`src/pkg/pcc_pkg.sv`:
```
// constants, field positions and carriers for the port command and identity block
//------------------------------------------------------------------------------
//------------------------------------------------------------------------------
package pcc_pkg;

    // configuration space byte offsets
    localparam logic [11:0] PCC_OFS_IDENT   = 12'h000;
    localparam logic [11:0] PCC_OFS_COMMAND = 12'h004;

    // command register field positions
    localparam int PCC_CMD_IO    = 0;
    localparam int PCC_CMD_MEM   = 1;
    localparam int PCC_CMD_MAST  = 2;
    localparam int PCC_CMD_PERR  = 6;
    localparam int PCC_CMD_ERREP = 8;
    localparam int PCC_CMD_INTD  = 10;

    // status flag positions in the upper half of the command word
    localparam int PCC_STS_MDPE = 24;
    localparam int PCC_STS_SSE  = 30;

    // implemented command bits and their reset value
    localparam logic [15:0] PCC_CMD_MASK  = 16'h0547;
    localparam logic [15:0] PCC_CMD_RESET = 16'h0000;

    // identity defaults, arbitrary values
    localparam logic [15:0] PCC_MAKER_DEF = 16'h0a5a;
    localparam logic [15:0] PCC_PART_DEF  = 16'h0c3c;

    // gated event channels
    localparam int PCC_EV_INTX  = 0;
    localparam int PCC_EV_ERR   = 1;
    localparam int PCC_EV_PERR  = 2;
    localparam int PCC_EV_IO    = 3;
    localparam int PCC_EV_MEM   = 4;
    localparam int PCC_EV_COUNT = 5;

    // configuration request from the upstream hierarchy
    typedef struct packed {
        logic        wr;
        logic [11:0] addr;
        logic [3:0]  be;
        logic [31:0] data;
    } pcc_cfg_req_t;

    // preload word from the serial loader
    typedef struct packed {
        logic [11:0] addr;
        logic [31:0] data;
    } pcc_load_t;

    // request arriving from the downstream side
    typedef struct packed {
        logic memIo;
        logic nonPosted;
    } pcc_dn_req_t;

endpackage

```
`src/hdl/pcc_gate.sv`:
```
// one registered event gate: passes a pulse only while its enable is set
`timescale 1ns/1ps
module pcc_gate (
    input  wire logic clk,
    input  wire logic rst,
    input  wire logic evt,
    input  wire logic en,
    output logic      pulse_r
);
    //--------------------------------------------------------------------------
    // gate
    //--------------------------------------------------------------------------
    // the enable is sampled in the same cycle as the event
    always_ff @(posedge clk) begin
        if (rst) begin
            pulse_r <= 1'b0;
        end else begin
            pulse_r <= evt & en;
        end
    end
endmodule // pcc_gate

```
`src/hdl/pcc_port_cfg.sv`:
```
// identity words, command register and the gating it drives
`timescale 1ns/1ps
module pcc_port_cfg
    import pcc_pkg::*;
(
    input  wire logic         clk,
    input  wire logic         rst,
    input  wire logic         cfgReq,
    input  pcc_cfg_req_t      cfgIn,
    output logic              cfgAck_r,
    output logic [31:0]       cfgRdData_r,
    input  wire logic         ldValid,
    input  pcc_load_t         ldIn,
    input  wire logic         priIoReq,
    input  wire logic         priMemReq,
    output logic              priIoAccept_r,
    output logic              priMemAccept_r,
    input  wire logic         dnReqValid,
    input  pcc_dn_req_t       dnReq,
    output logic              dnForward_r,
    output logic              dnUrDrop_r,
    output logic              dnUrCpl_r,
    input  wire logic         ownIntxReq,
    input  wire logic         fwdIntxReq,
    output logic              intxSend_r,
    output logic              intxFwd_r,
    input  wire logic         errDetected,
    output logic              errMsgSend_r,
    input  wire logic         parityErr,
    output logic              parityAction_r,
    output logic [15:0]       cmdOut_r,
    output logic              stsMdpe_r,
    output logic              stsSse_r
);
    //--------------------------------------------------------------------------
    // storage
    //--------------------------------------------------------------------------
    logic [15:0] maker_r;
    logic [15:0] part_r;
    logic [15:0] cmd_r;
    logic [15:0] cmd_nxt;
    logic        mdpe_nxt;
    logic        sse_nxt;

    //--------------------------------------------------------------------------
    // decode
    //--------------------------------------------------------------------------
    // configuration decode and byte lanes
    wire         cfgWrite  = cfgReq & cfgIn.wr;
    wire         hitIdent  = cfgIn.addr == PCC_OFS_IDENT;
    wire         hitCmd    = cfgIn.addr == PCC_OFS_COMMAND;
    wire         cmdWrLo   = cfgWrite & hitCmd & cfgIn.be[0];
    wire         cmdWrHi   = cfgWrite & hitCmd & cfgIn.be[1];
    wire         stsWrTop  = cfgWrite & hitCmd & cfgIn.be[3];
    wire         ldIdent   = ldValid & (ldIn.addr == PCC_OFS_IDENT);
    wire         ldCmd     = ldValid & (ldIn.addr == PCC_OFS_COMMAND);

    // command bits as the block uses them
    wire         enIo      = cmd_r[PCC_CMD_IO];
    wire         enMem     = cmd_r[PCC_CMD_MEM];
    wire         enMaster  = cmd_r[PCC_CMD_MAST];
    wire         enPerr    = cmd_r[PCC_CMD_PERR];
    wire         enErrRep  = cmd_r[PCC_CMD_ERREP];
    wire         intDis    = cmd_r[PCC_CMD_INTD];

    // merged command write: software lanes first, loader overrides
    wire [15:0]  swCmd     = {cmdWrHi ? cfgIn.data[15:8] : cmd_r[15:8],
                              cmdWrLo ? cfgIn.data[7:0]  : cmd_r[7:0]};
    wire [15:0]  ldCmdVal  = ldIn.data[15:0];

    // clearing only from software write-one
    wire         clrMdpe   = stsWrTop & cfgIn.data[PCC_STS_MDPE];
    wire         clrSse    = stsWrTop & cfgIn.data[PCC_STS_SSE];

    // read data assembly
    wire [31:0]  rdIdent   = {part_r, maker_r};
    // bit 31 is not kept here and reads zero; the two flags sit at 30 and 24
    wire [31:0]  rdCmd     = {1'b0, stsSse_r, 5'h00, stsMdpe_r, 8'h00,
                              cmd_r & PCC_CMD_MASK};
    wire [31:0]  rdWord    = hitIdent ? rdIdent :
                             hitCmd   ? rdCmd   : 32'h0000_0000;

    // downstream request classification
    wire         dnMemIo   = dnReqValid & dnReq.memIo;

    //--------------------------------------------------------------------------
    // next values
    //--------------------------------------------------------------------------
    // reserved bits never store, so they read as zero
    always_comb begin
        cmd_nxt = (ldCmd ? ldCmdVal : swCmd) & PCC_CMD_MASK;
        // a new event wins over a software clear in the same cycle
        mdpe_nxt = (stsMdpe_r & ~clrMdpe) | (parityErr & enPerr);
        sse_nxt  = (stsSse_r & ~clrSse) | (errDetected & enErrRep);
    end

    //--------------------------------------------------------------------------
    // identity and command registers
    //--------------------------------------------------------------------------
    // identity words take loader data only, never configuration writes
    always_ff @(posedge clk) begin
        if (rst) begin
            maker_r <= PCC_MAKER_DEF;
            part_r  <= PCC_PART_DEF;
        end else if (ldIdent) begin
            maker_r <= ldIn.data[15:0];
            part_r  <= ldIn.data[31:16];
        end
    end

    // command bits and status flags
    always_ff @(posedge clk) begin
        if (rst) begin
            cmd_r     <= PCC_CMD_RESET;
            stsMdpe_r <= 1'b0;
            stsSse_r  <= 1'b0;
        end else begin
            cmd_r     <= cmd_nxt;
            stsMdpe_r <= mdpe_nxt;
            stsSse_r  <= sse_nxt;
        end
    end

    // command copy for the rest of the port
    always_ff @(posedge clk) begin
        if (rst) begin
            cmdOut_r <= PCC_CMD_RESET;
        end else begin
            cmdOut_r <= cmd_nxt;
        end
    end

    //--------------------------------------------------------------------------
    // configuration answer
    //--------------------------------------------------------------------------
    // every request is answered one cycle later; writes return zero data
    always_ff @(posedge clk) begin
        if (rst) begin
            cfgAck_r    <= 1'b0;
            cfgRdData_r <= 32'h0000_0000;
        end else begin
            cfgAck_r    <= cfgReq;
            cfgRdData_r <= (cfgReq & ~cfgIn.wr) ? rdWord : 32'h0000_0000;
        end
    end

    //--------------------------------------------------------------------------
    // event gates
    //--------------------------------------------------------------------------
    logic [PCC_EV_COUNT-1:0] evIn;
    logic [PCC_EV_COUNT-1:0] evEn;
    logic [PCC_EV_COUNT-1:0] evOut;

    // pairing of each event with the command bit that gates it
    assign evIn[PCC_EV_INTX] = ownIntxReq;
    assign evEn[PCC_EV_INTX] = ~intDis;
    assign evIn[PCC_EV_ERR]  = errDetected;
    assign evEn[PCC_EV_ERR]  = enErrRep;
    assign evIn[PCC_EV_PERR] = parityErr;
    assign evEn[PCC_EV_PERR] = enPerr;
    assign evIn[PCC_EV_IO]   = priIoReq;
    assign evEn[PCC_EV_IO]   = enIo;
    assign evIn[PCC_EV_MEM]  = priMemReq;
    assign evEn[PCC_EV_MEM]  = enMem;

    genvar g;
    generate
        for (g = 0; g < PCC_EV_COUNT; g++) begin : gEv
            pcc_gate uGate (
                .clk     (clk),
                .rst     (rst),
                .evt     (evIn[g]),
                .en      (evEn[g]),
                .pulse_r (evOut[g])
            );
        end
    endgenerate

    // gated pulses copied to flopped outputs, one more stage
    always_ff @(posedge clk) begin
        if (rst) begin
            intxSend_r     <= 1'b0;
            errMsgSend_r   <= 1'b0;
            parityAction_r <= 1'b0;
            priIoAccept_r  <= 1'b0;
            priMemAccept_r <= 1'b0;
        end else begin
            intxSend_r     <= evOut[PCC_EV_INTX];
            errMsgSend_r   <= evOut[PCC_EV_ERR];
            parityAction_r <= evOut[PCC_EV_PERR];
            priIoAccept_r  <= evOut[PCC_EV_IO];
            priMemAccept_r <= evOut[PCC_EV_MEM];
        end
    end

    //--------------------------------------------------------------------------
    // downstream requests and forwarded interrupts
    //--------------------------------------------------------------------------
    // forwarded interrupt messages ignore the interrupt disable bit
    always_ff @(posedge clk) begin
        if (rst) begin
            intxFwd_r   <= 1'b0;
            dnForward_r <= 1'b0;
            dnUrDrop_r  <= 1'b0;
            dnUrCpl_r   <= 1'b0;
        end else begin
            intxFwd_r   <= fwdIntxReq;
            dnForward_r <= dnMemIo & enMaster;
            dnUrDrop_r  <= dnMemIo & ~enMaster & ~dnReq.nonPosted;
            dnUrCpl_r   <= dnMemIo & ~enMaster & dnReq.nonPosted;
        end
    end
endmodule // pcc_port_cfg

```
`config.mk`:
```
export PLATFORM = sky130hd
export DESIGN_NAME = pcc_port_cfg
export DESIGN_NICKNAME = d
export VERILOG_FILES = /design/src/pkg/pcc_pkg.sv /design/src/hdl/pcc_gate.sv /design/src/hdl/pcc_port_cfg.sv
export SDC_FILE = /design/constraint.sdc
export NUM_CORES = 1
export LEC_CHECK = 0
export BUFFER_PORTS_ARGS = -buffer_cell sky130_fd_sc_hd__buf_2
export CORE_ASPECT_RATIO = 1.2
export CORE_MARGIN = 5
export CORE_UTILIZATION = 40
export CTS_BUF_LIST = sky130_fd_sc_hd__clkbuf_8 sky130_fd_sc_hd__clkbuf_16
export CTS_CLUSTER_SIZE = 8
export DETAILED_ROUTE_END_ITERATION = 6
export GPL_TIMING_DRIVEN = 1
export PLACE_DENSITY = 0.86
export SLEW_MARGIN = 20
export SYNTH_ARGS = -nofsm -noshare
export SYNTH_HDL_FRONTEND = slang
export SYNTH_HIERARCHICAL = 1
export SYNTH_SLANG_ARGS = --single-unit
export TNS_END_PERCENT = 30
```
`constraint.sdc`:
```
create_clock -name clk -period 1.48 [get_ports clk]
set_input_delay 0 -clock clk [delete_from_list [all_inputs] [get_ports clk]]
set_output_delay 0 -clock clk [all_outputs]
set_load 0.03 [all_outputs]
```
Word-level counts from Yosys, hierarchy flattened

Index checks and enable logic that the tools add are counted.
Widths: inputs -> output; s select.

Eq/ne operators: 2
Muxes and demuxes: 5
Bitwise operators: 31
Reductions and logical operators: 5

Operators with widths:

| kind                | number |
|---|---|
| $mux 32             | 1 |
| $mux 31             | 1 |
| $eq 12x3->1 const B | 2 |
| $logic_not 12->1    | 2 |
| $and 1x1->1         | 22 |
| $mux 11             | 1 |
| $mux 8              | 1 |
| $not 1->1           | 7 |
| $reduce_bool 2->1   | 2 |
| $mux 3              | 1 |
| $or 1x1->1          | 2 |
| $reduce_or 2->1     | 1 |

Flip-flop bits (word level): 87
Output and inout bits: 60
Word-level logic and storage cells: 65

Logic depth before layout (Yosys ltp)

Gate-level depths: netlist of run 1.

Depth in word-level cells: 7
Mapped depth: 6
Gate-level depth less buffers: 4

Cells and area by module

Netlist of run 1, hierarchy kept.

By module, submodules not included:

| module       | times used | cells an instance | area each (um^2) | seq. area each (um^2) |
|---|---|---|---|---|
| pcc_port_cfg | 1          | 319               | 3001.6           | 1641.6 |
| pcc_gate     | 5          | 2                 | 28.8             | 20.0 |

Worst setup path after synthesis of run 1

Ideal clock, no wire load.

Path kind: input port to flip-flop
Start point: input ldIn[36] (netlist bit)
End point: register part_r[2]
Arrival: 1.416 ns
Data required time: 1.358 ns
Path slack: -0.059 ns
Cell stages on the path: 6
Cells stage by stage: or4b_4 > or4_1 > buf_2 > buf_6 > nand2_1 > nand3b_1

Longest elaborated chain between the ends: 2

Ends and longest elaborated chain:

| element              | RTL line            | RTL |
|---|---|---|
| start, declared      | pcc_port_cfg.sv:13  | `input pcc_load_t ldIn,` |
| $logic_not 12->1     | pcc_port_cfg.sv:55  | `wire ldIdent = ldValid & (ldIn.addr == PCC_OFS_IDENT);` |
| $and 1x1->1          | pcc_port_cfg.sv:55  |  |
| end signal, assigned | pcc_port_cfg.sv:107 | `part_r <= ldIn.data[31:16];` |
| end, declared        | pcc_port_cfg.sv:39  | `logic [15:0] part_r;` |

No other way between the ends.
A chain may end at the register's enable or synchronous reset.

Final worst setup path of run 1

Start point: input cfgReq
End point: register cmdOut_r[10]

Longest elaborated chain between the ends: 4

Ends and longest elaborated chain:

| element                            | RTL line            | RTL |
|---|---|---|
| start, declared                    | pcc_port_cfg.sv:8   | `input wire logic cfgReq,` |
| $and 1x1->1                        | pcc_port_cfg.sv:49  | `wire cfgWrite = cfgReq & cfgIn.wr;` |
| $and 1x1->1 (2 in series)          | pcc_port_cfg.sv:53  | `wire cmdWrHi = cfgWrite & hitCmd & cfgIn.be[1];` |
| $reduce_bool 2->1 (no source line) | --                  |  |
| end signal, assigned               | pcc_port_cfg.sv:129 | `cmdOut_r <= cmd_nxt;` |
| end, declared                      | pcc_port_cfg.sv:31  | `output logic [15:0] cmdOut_r,` |

No other way between the ends.

==> summary.txt, run 1 <==
Status
  – Status: finished, final reports clean

Detailed routing
  – Number of vias per cell: 4.87
  – Routed len/inst: 13.8 um
  – Vias: 2956
  – DRT Wirelength: 8.41 mm
  – TritonRoute pass-1 iters: 4
  – Number of remaining DRC errors: 0
  – 1st-iter DRT viols: 153
  – Antenna-violating nets left: 0

Clock tree
  – CTS root buffer: clkbuf_8
  – Clock Latency Late Sink: 0.35 ns
  – CTS tree: done
  – CTS sink cnt: 87
  – TritonCTS buffer count: 9
  – Clock Path Buffers: 2
  – Post-CTS Setup Repair Bufs: 0
  – CTS clock-pin slew for the worst setup and hold paths: 0.09 ns
  – H-tree depth: 3

Global routing
  – Gr ovfl total: 0
  – GRT Total Usage: 0.174
  – Largest net degree at the start of global routing: 33
  – First-pass GRT wire length: 13.9 mm
  – Vias in the first global route: 3050
  – Initial antenna violation count: 0

Finish
  – Design Area, Final: 0.00453 mm^2
  – Final nets: 616
  – Core Util, Final: 0.591
  – Post-Layout Cell Count: 607
  – Layout cells sized above 1: 0.328
  – N_diodes: 0
  – Layout Area Growth over Synthesis: 44.1%

Power
  – Seq pwr share: 0.554
  – Peak supply drop: 0.000500 V
  – Sw Pwr: 1020 uW
  – Sw Ratio: 0.241
  – Clk network pwr share: 0.362
  – Pwr/cell area: 935 mW/mm^2
  – Int Power: 3220 uW
  – Leakage power: 0.00211 uW
  – Part of the power in combinational logic: 0.084

Synthesis
  – Top cells by area, synth: dfxtp_1 55%, nand2_1 7.9%, and2_1 5.0%
  – Flops & latches, synth: 87
  – Yosys cell types: 32
  – Synth Flop Type: dfxtp_1
  – YS warnings: 6
  – FFs w/ async S/R, synth: 0
  – Post-synth top area cell: dfxtp_1
  – Post-Syn Instances: 329
  – Commonest cells post-synth: 87 x dfxtp_1, 66 x nand2_1, 25 x and2_1
  – Synthesized area: 0.00315 mm^2
  – Share of the synthesized area in the top cell type: 0.554
  – Count leader, synth: dfxtp_1
  – Mean Syn Cell Area: 9.56 um^2
  – Post-synth EDFFs: 0
  – Register area share after synthesis: 0.554

STA
  – RSZ-0062 raised after global routing: no
  – Pins Over Slew Limit: 0
  – Final hold viol count: 0
  – Final Worst Setup Slack: 0.0848 ns
  – Share of the clock period used by the worst path: 0.943
  – FMAX: 717 MHz
  – Setup violators final: 0
  – Clk_skew: 0.0117 ns
  – Min Tclk post-route: 1.40 ns

Hold path
  – Critical hold path startpoint: cfgIn[38]
  – Hold Path End: cfgRdData_r[2]
  – HP Class: in2reg
  – WHS Path Cells: 3

Floorplanning
  – Starting Density: 0.410
  – Die Area: 0.00974 mm^2
  – Cell Rows: 35
  – CORE AREA: 0.00766 mm^2
  – I/O pins: 166
  – Die Width: 91.0 um
  – Chip height: 107 um

Worst setup path
  – Max incr delay on CP: 0.55 ns
  – Startpoint types: input pin
  – Crit Path Max Fanout: 8
  – Worst reg-to-reg path cell count: 2
  – Worst flop-to-flop path startpoint: cmdOut_r[2]
  – Worst reg2reg endpoint: dnUrDrop_r
  – CP max stage cell: dlygate4sd3_1
  – Worst setup path class: in2reg
  – Critical Path Sink Type: flip-flop
  – Crit path cell chain: dlygate4sd3_1, buf_2, nor4b_2, buf_4, and4_2, a311oi_1, nor3_1
  – Arrival time worst endpoint: 1.62 ns
  – Crit path from: cfgReq
  – R2r setup slk: 0.32 ns
  – CP required: 1.71 ns

Run
  – Max-cap violations: 0

Place
  – Placed instance area: 0.00386 mm^2
  – Placement Setup Slack: -0.241 ns
  – Final RePlAce weighted congestion: 0.825
  – Placed cell count: 543
  – Port bufs: 130
  – DP HPWL: 5.88 mm
-- repair_timing --
item | in CTS | in global routing
gates resized for setup | 0 | 1
endpoints found under the setup margin | 0 | 6
hold buffers | 48 | 0
hold endpoints to repair | 49 | 0
-- layout by cell type, fill, tap and decap left out, drive strengths merged, types with 3 or more instances in the layout --
master / instances
and2: 25
conb: 10
and3b: 5
mux2i: 8
dfxtp: 87
nand3b: 13
nor2: 17
a21oi: 24
clkbuf: 10
dlygate4sd3: 48
nor2b: 7
nand2: 66
a311oi: 6
inv: 9
buf: 144
or4: 3
a41oi: 6
nor3: 7
nor4: 5
-- metal layers --
metal / up-vias / GRT usage / wire [um] / share of wire
met1: 1360 / 0.190 / 3180 / 0.38
met3: 18 / 0.0393 / 628 / 0.075
li1: 1443 / - / - / -
met4: 0 / 0.0828 / 176 / 0.021
met2: 135 / 0.317 / 4420 / 0.53
met5: - / 0 / 0 / 0
-- metrics by stage --
stage	power, uW	setup TNS [ns]	hold WS (ns)
floorplan	2520	-1.71	0.0768
global placement	2650	-6.05	0.172
detailed placement	2660	-7.00	0.178
CTS	4290	0	0.000207
global route	4410	0	0.0172
finish	4240	0	0.0160
-- cell type report --
cell class / instances / area (um^2)
clock buffers: 10 / 138
clock inverters: 6 / 50.0
well taps: 92 / 115
flip-flops and latches: 87 / 1740
repair buffers: 192 / 1240
fillers: 659 / 3130
multi-input cells: 214 / 1230
inverters: 6 / 22.5
-- worst max-delay path by stage --
stage | endpoint | cells after the start
floorplan | part_r[2] | 6
global placement | part_r[12] | 5
detailed placement | maker_r[10] | 5
CTS | cmdOut_r[0] | 7
global route | cmdOut_r[0] | 7
finish | cmdOut_r[10] | 7
-- worst max-delay path, delay by kind of cell --
kind	cells	cell delay, ns
AOI/OAI and AO/OA	1	0.31
buffers and inverters	3	0.84
and+or+nand+nor	3	0.48
-- cells by family (layout without fill, tap and decap cells) --
kind of cell | after synthesis | after routing | share of synthesized area
compound gates | 38 | 38 | 0.0764
other cells | 1 | 10 | 0.00119
mux | 8 | 8 | 0.0255
buf+inv | 37 | 214 | 0.0708
flops | 87 | 87 | 0.554
simple gates | 158 | 158 | 0.272
-- sequential cells by signal, indices dropped and copies added, names as in the netlist --
register,count
priMemAccept_r,1
dnForward_r,1
priIoAccept_r,1
dnUrCpl_r,1
errMsgSend_r,1
cfgRdData_r,32
maker_r,16
parityAction_r,1
stsSse_r,1
cmdOut_r,6
cfgAck_r,1
part_r,16
dnUrDrop_r,1
gEv.uGate/pulse_r,5
intxFwd_r,1
intxSend_r,1
stsMdpe_r,1
-- power by group through the flow --
stage | combinational, uW | clock [uW] | sequential (uW)
after floorplan | 111 | 0 | 2410
after global placement | 247 | 0 | 2400
after detailed placement | 253 | 0 | 2400
after CTS | 350 | 1590 | 2350
after global routing | 383 | 1680 | 2350
final | 357 | 1530 | 2350
Note: power is estimated with default switching activity, not from simulation.
==> inputs of run 2 (changes only) <==
Settings changed: SETUP_SLACK_MARGIN from default to 0.1, SLEW_MARGIN 20 to 10.
==> summary.txt, run 2 (synthesis gave the netlist of run 1 again) <==
Status
  – Status: finished, final reports clean (unchanged)

Global routing
  – Vias in the first global route: 3040 (was 3050)
  – First-pass GRT wire length: 13.9 mm (about the same)
  – GRT met2 Usage: 0.320 (was 0.317)
  – Largest net degree at the start of global routing: 33 (unchanged)
  – GR Layer Usage met1: 0.188 (was 0.190)
  – GRT Total Usage: 0.176 (was 0.174)
  – GRT Max-Usage Layer: met2 (unchanged)
  – Initial antenna violation count: 1 (was 0)
  – Met3 Use GR: 0.0393 (unchanged)
  – Gr ovfl total: 0 (unchanged)

STA
  – FMAX: 740 MHz (was 717 MHz)
  – Final hold viol count: 0 (unchanged)
  – Min Tclk post-route: 1.35 ns (was 1.40 ns)
  – Setup violators final: 0 (unchanged)
  – Pins Over Slew Limit: 0 (unchanged)
  – Share of the clock period used by the worst path: 0.914 (was 0.943)
  – RSZ-0062 raised after global routing: yes (was no)
  – Clk_skew: 0.0109 ns (was 0.0117 ns)
  – Final Worst Setup Slack: 0.128 ns (was 0.0848 ns)

Worst setup path
  – Startpoint types: input pin (unchanged)
  – Worst setup path class: in2reg (unchanged)
  – Worst flop-to-flop path startpoint: cmdOut_r[2] (unchanged)
  – CP required: 1.71 ns (about the same)
  – Worst reg-to-reg path cell count: 2 (unchanged)
  – Critical Path Sink Type: flip-flop (unchanged)
  – R2r setup slk: 0.33 ns (was 0.32 ns)
  – Worst reg2reg endpoint: dnUrDrop_r (unchanged)
  – Crit Path Max Fanout: 32 (was 8)
  – Arrival time worst endpoint: 1.58 ns (was 1.62 ns)

Place
  – Port bufs: 130 (unchanged)
  – DP HPWL: 5.88 mm (unchanged)
  – Placement Setup Slack: -0.241 ns (unchanged)
  – Final RePlAce weighted congestion: 0.825 (unchanged)

Clock tree
  – CTS tree: done (unchanged)
  – CTS clock-pin slew for the worst setup and hold paths: 0.09 ns (about the same)
  – Post-CTS Setup Repair Bufs: 0 (unchanged)
  – CTS sink cnt: 87 (unchanged)
  – Clock Latency Late Sink: 0.35 ns (about the same)
  – TritonCTS buffer count: 9 (unchanged)
  – CTS root buffer: clkbuf_8 (unchanged)
  – Clock Path Buffers: 2 (unchanged)
  – H-tree depth: 3 (unchanged)

Floorplanning
  – I/O pins: 166 (unchanged)
  – Die Area: 0.00974 mm^2 (unchanged)
  – Chip height: 107 um (unchanged)
  – CORE AREA: 0.00766 mm^2 (unchanged)
  – Cell Rows: 35 (unchanged)
  – Starting Density: 0.410 (unchanged)
  – Die Width: 91.0 um (unchanged)

Finish
  – Final nets: 616 (unchanged)
  – Most frequent cells in the layout: 130 x buf_2, 87 x dfxtp_1, 66 x nand2_1 (unchanged)
  – Largest registers: cfgRdData_r x32, maker_r x16, part_r x16 (unchanged)
  – Most common cell after layout, fill and taps aside: buf_2 (unchanged)
  – Largest Register: cfgRdData_r (unchanged)
  – Largest register FFs: 32 (unchanged)
  – Layout Area Growth over Synthesis: 44.1% (about the same)
  – Layout cells sized above 1: 0.326 (was 0.328)

Power
  – Pwr/cell area: 936 mW/mm^2 (was 935 mW/mm^2)
  – Peak supply drop: 0.000499 V (was 0.000500 V)
  – Total power: 4240 uW (about the same)
  – Leakage power: 0.00211 uW (about the same)

Detailed routing
  – DRT Wirelength: 8.50 mm (was 8.41 mm)
  – Number of remaining DRC errors: 0 (unchanged)
  – 1st-iter DRT viols: 127 (was 153)
  – Number of vias per cell: 4.81 (was 4.87)
  – Routed len/inst: 14.0 um (was 13.8 um)
  – Vias: 2927 (was 2956)
  – TritonRoute pass-1 iters: 4 (unchanged)
  – Antenna-violating nets left: 0 (unchanged)

Hold path
  – Critical hold path startpoint: cfgIn[38] (unchanged)
  – HP Class: in2reg (unchanged)
  – Hold Path End: cfgRdData_r[2] (unchanged)
  – WHS Path Cells: 3 (unchanged)

Run
  – Max-cap violations: 0 (unchanged)
[run 2: area by class of cell]
type,count,area (um^2)
antenna,1,2.50
inverter,6,22.5
tap,92,115
multi-input combinational,214,1230
clock inverter,6,50.0
fill,658,3130
clock buffer,10,138
timing repair buffer,192,1240
sequential,87,1740
[run 2: worst max-delay path by stage]
stage	startpoint	cells after the start	slack [ns]	end
final	ldIn[33]	5	0.13	maker_r[10]
after global placement	ldIn[36]	5	-0.19	part_r[12]
after floorplan	ldIn[36]	6	-0.06	part_r[2]
after global routing	ldIn[33]	5	0.06	maker_r[1]
after detailed placement	ldIn[36]	5	-0.24	maker_r[10]
after CTS	ldIn[36]	5	0.14	maker_r[10]
[run 2: stage by stage]
step	cell area [um^2]	setup TNS [ns]	std cells	util	hold WS, ns
floorplan	3190	-1.71	338	-	0.0768
global placement	3860	-6.05	543	0.504	0.172
detailed placement	3860	-7.00	543	0.504	0.178
CTS	4530	0	607	0.591	0.000207
global route	4530	0	608	0.592	0.0173
finish	4530	0	608	0.592	0.0155
[run 2: routing by layer]
metal | part of all wire | vias up
met3 | 0.063 | 21
met2 | 0.53 | 114
li1 | - | 1444
met4 | 0.028 | 0
met1 | 0.38 | 1348
met5 | 0 | -
[run 2: repair_timing]
action / in CTS / in global routing
hold buffers: 48 / 0
setup endpoints to repair: 0 / 22
endpoints found under the hold margin: 49 / 0
resized for setup: 0 / 0
[run 2: where the power goes]
group,leakage (uW),internal (uW),switching (uW)
Clock,0.0000899,676,861
Combinational,0.00132,196,162
Sequential,0.000702,2350,1.90
Total,0.00211,3220,1020
[run 2: critical path, stage by stage]
cell     delay (ns)
buf_2          0.11
or4_1          0.56
or4_4          0.69
nand2_1        0.15
a21oi_1        0.07
==> inputs of run 3 (changes only) <==
Settings changed: RECOVER_POWER from default to 25.
==> summary.txt, run 3 (synthesis gave the netlist of run 1 again) <==
Clock tree
  – Clock Latency Late Sink: 0.35 ns (about the same)
  – CTS tree: done (unchanged)
  – H-tree depth: 3 (unchanged)
  – Clock Path Buffers: 2 (unchanged)
  – CTS clock-pin slew for the worst setup and hold paths: 0.09 ns (about the same)
  – TritonCTS buffer count: 9 (unchanged)
  – CTS sink cnt: 87 (unchanged)
  – CTS root buffer: clkbuf_8 (unchanged)
  – Post-CTS Setup Repair Bufs: 0 (unchanged)
  – PostCTS Resize Cnt: 0 (unchanged)

Status
  – Status: finished, final reports clean (unchanged)

Floorplanning
  – Chip height: 107 um (unchanged)
  – CORE AREA: 0.00766 mm^2 (unchanged)
  – Die Width: 91.0 um (unchanged)
  – Die Area: 0.00974 mm^2 (unchanged)
  – Cell Rows: 35 (unchanged)
  – I/O pins: 166 (unchanged)
  – Starting Density: 0.410 (unchanged)

Detailed routing
  – DRT Wirelength: 8.53 mm (was 8.50 mm)
  – Antenna-violating nets left: 0 (unchanged)
  – Number of remaining DRC errors: 0 (unchanged)
  – Routed len/inst: 14.0 um (about the same)
  – Vias: 2919 (was 2927)
  – 1st-iter DRT viols: 97 (was 127)
  – TritonRoute pass-1 iters: 4 (unchanged)
  – Number of vias per cell: 4.80 (was 4.81)

Place
  – Final RePlAce weighted congestion: 0.825 (unchanged)
  – Placed cell count: 543 (unchanged)
  – Port bufs: 130 (unchanged)
  – Placement Setup Slack: -0.241 ns (unchanged)
  – Placed instance area: 0.00386 mm^2 (unchanged)
  – DP HPWL: 5.88 mm (unchanged)

STA
  – Min Tclk post-route: 1.36 ns (was 1.35 ns)
  – Final Worst Setup Slack: 0.123 ns (was 0.128 ns)
  – RSZ-0062 raised after global routing: yes (unchanged)
  – Final hold viol count: 0 (unchanged)
  – Clk_skew: 0.00988 ns (was 0.0109 ns)
  – Share of the clock period used by the worst path: 0.917 (was 0.914)
  – Setup TNS: 0 ns (unchanged)
  – Pins Over Slew Limit: 0 (unchanged)
  – Setup violators final: 0 (unchanged)
  – FMAX: 737 MHz (was 740 MHz)

Worst setup path
  – Max incr delay on CP: 0.69 ns (about the same)
  – CP required: 1.70 ns (was 1.71 ns)
  – Worst setup path class: in2reg (unchanged)
  – Crit path cell chain: buf_2, or4_1, or4_4, nand2_1, a21oi_1 (unchanged)
  – Arrival time worst endpoint: 1.58 ns (about the same)
  – Crit Path Max Fanout: 32 (unchanged)
  – Critical Path Sink Type: flip-flop (unchanged)
  – CP max stage cell: or4_4 (unchanged)
  – Startpoint types: input pin (unchanged)

Global routing
  – GRT Total Usage: 0.176 (unchanged)
  – Gr ovfl total: 0 (unchanged)
  – Vias in the first global route: 3040 (unchanged)
  – Largest net degree at the start of global routing: 33 (unchanged)
  – First-pass GRT wire length: 13.9 mm (unchanged)
  – Initial antenna violation count: 1 (unchanged)

Finish
  – Largest register FFs: 32 (unchanged)
  – Post-Layout Cell Count: 608 (unchanged)
  – Final nets: 616 (unchanged)
  – Most frequent cells in the layout: 114 x buf_2, 87 x dfxtp_1, 66 x nand2_1 (was 130 x buf_2, 87 x dfxtp_1, 66 x nand2_1)
  – Most common cell after layout, fill and taps aside: buf_2 (unchanged)
  – Design Area, Final: 0.00450 mm^2 (was 0.00453 mm^2)
  – Largest registers: cfgRdData_r x32, maker_r x16, part_r x16 (unchanged)
  – Layout cells sized above 1: 0.289 (was 0.326)
  – Layout Area Growth over Synthesis: 43.0% (was 44.1%)
  – Largest Register: cfgRdData_r (unchanged)

Run
  – Max-cap violations: 0 (unchanged)

Power
  – Leakage power: 0.00203 uW (was 0.00211 uW)
  – Total power: 4240 uW (about the same)
  – Pwr/cell area: 942 mW/mm^2 (was 936 mW/mm^2)
  – Peak supply drop: 0.000500 V (was 0.000499 V)

Hold path
  – HP Class: in2reg (unchanged)
==> run 3: cell types whose count changed in the layout (fill, tap and decap cells not counted) <==
cell / before / now
buf_2: 130 / 114
nor4_2: 2 / 1
buf_4: 14 / 12
clkbuf_1: 0 / 18
nor4_1: 2 / 3
==> run 3: cell type report <==
cell class                      instances  area, um^2
Clock buffer                           10         138
Multi-Input combinational cell        214        1220
Antenna cell                            1        2.50
Timing Repair Buffer                  192        1210
Inverter                                6        22.5
Clock inverter                          6        50.0
Tap cell                               92         115
Fill cell                             674        3160
Sequential cell                        87        1740
==> run 3: worst max-delay path, delay by kind of cell <==
family	cells	cell delay, ns
AO/OA/AOI/OAI	1	0.07
buffers and inverters	1	0.11
AND/OR/NAND/NOR	3	1.40
==> run 3: worst paths after layout <==
path	from	to	slack [ns]	depth (start not counted)
setup / recovery	ldIn[33]	maker_r[10]	0.12	5
hold / removal	cfgIn[38]	cfgRdData_r[2]	0.01	3
setup reg to reg	cmdOut_r[2]	dnUrDrop_r	0.33	2
hold reg to reg	gEv[1].uGate/pulse_r	errMsgSend_r	0.44	1
==> run 3: metal layers <==
metal,part of all wire,wire [um],track usage
met1,0.38,3280,0.188
met4,0.030,252,0.0881
met3,0.065,557,0.0393
met2,0.52,4440,0.320
met5,0,0,0
==> run 3: where the power goes <==
| part | internal [uW] | switching [uW] |
|---|---|---|
| Combinational | 194 | 162 |
| Sequential | 2350 | 1.98 |
| Clock | 676 | 857 |
| Total | 3220 | 1020 |
==> run 3: through the flow <==
step / util / hold slack, ns
finish: 0.587 / 0.0144
detailed placement: 0.504 / 0.178
floorplan: - / 0.0768
CTS: 0.591 / 0.000207
global route: 0.587 / 0.0173
global placement: 0.504 / 0.172
==> run 3: repair_timing <==
action                     4_1_cts  5_1_grt
setup endpoints to repair        0       22
hold endpoints to repair        49        0
hold buffers                    48        0
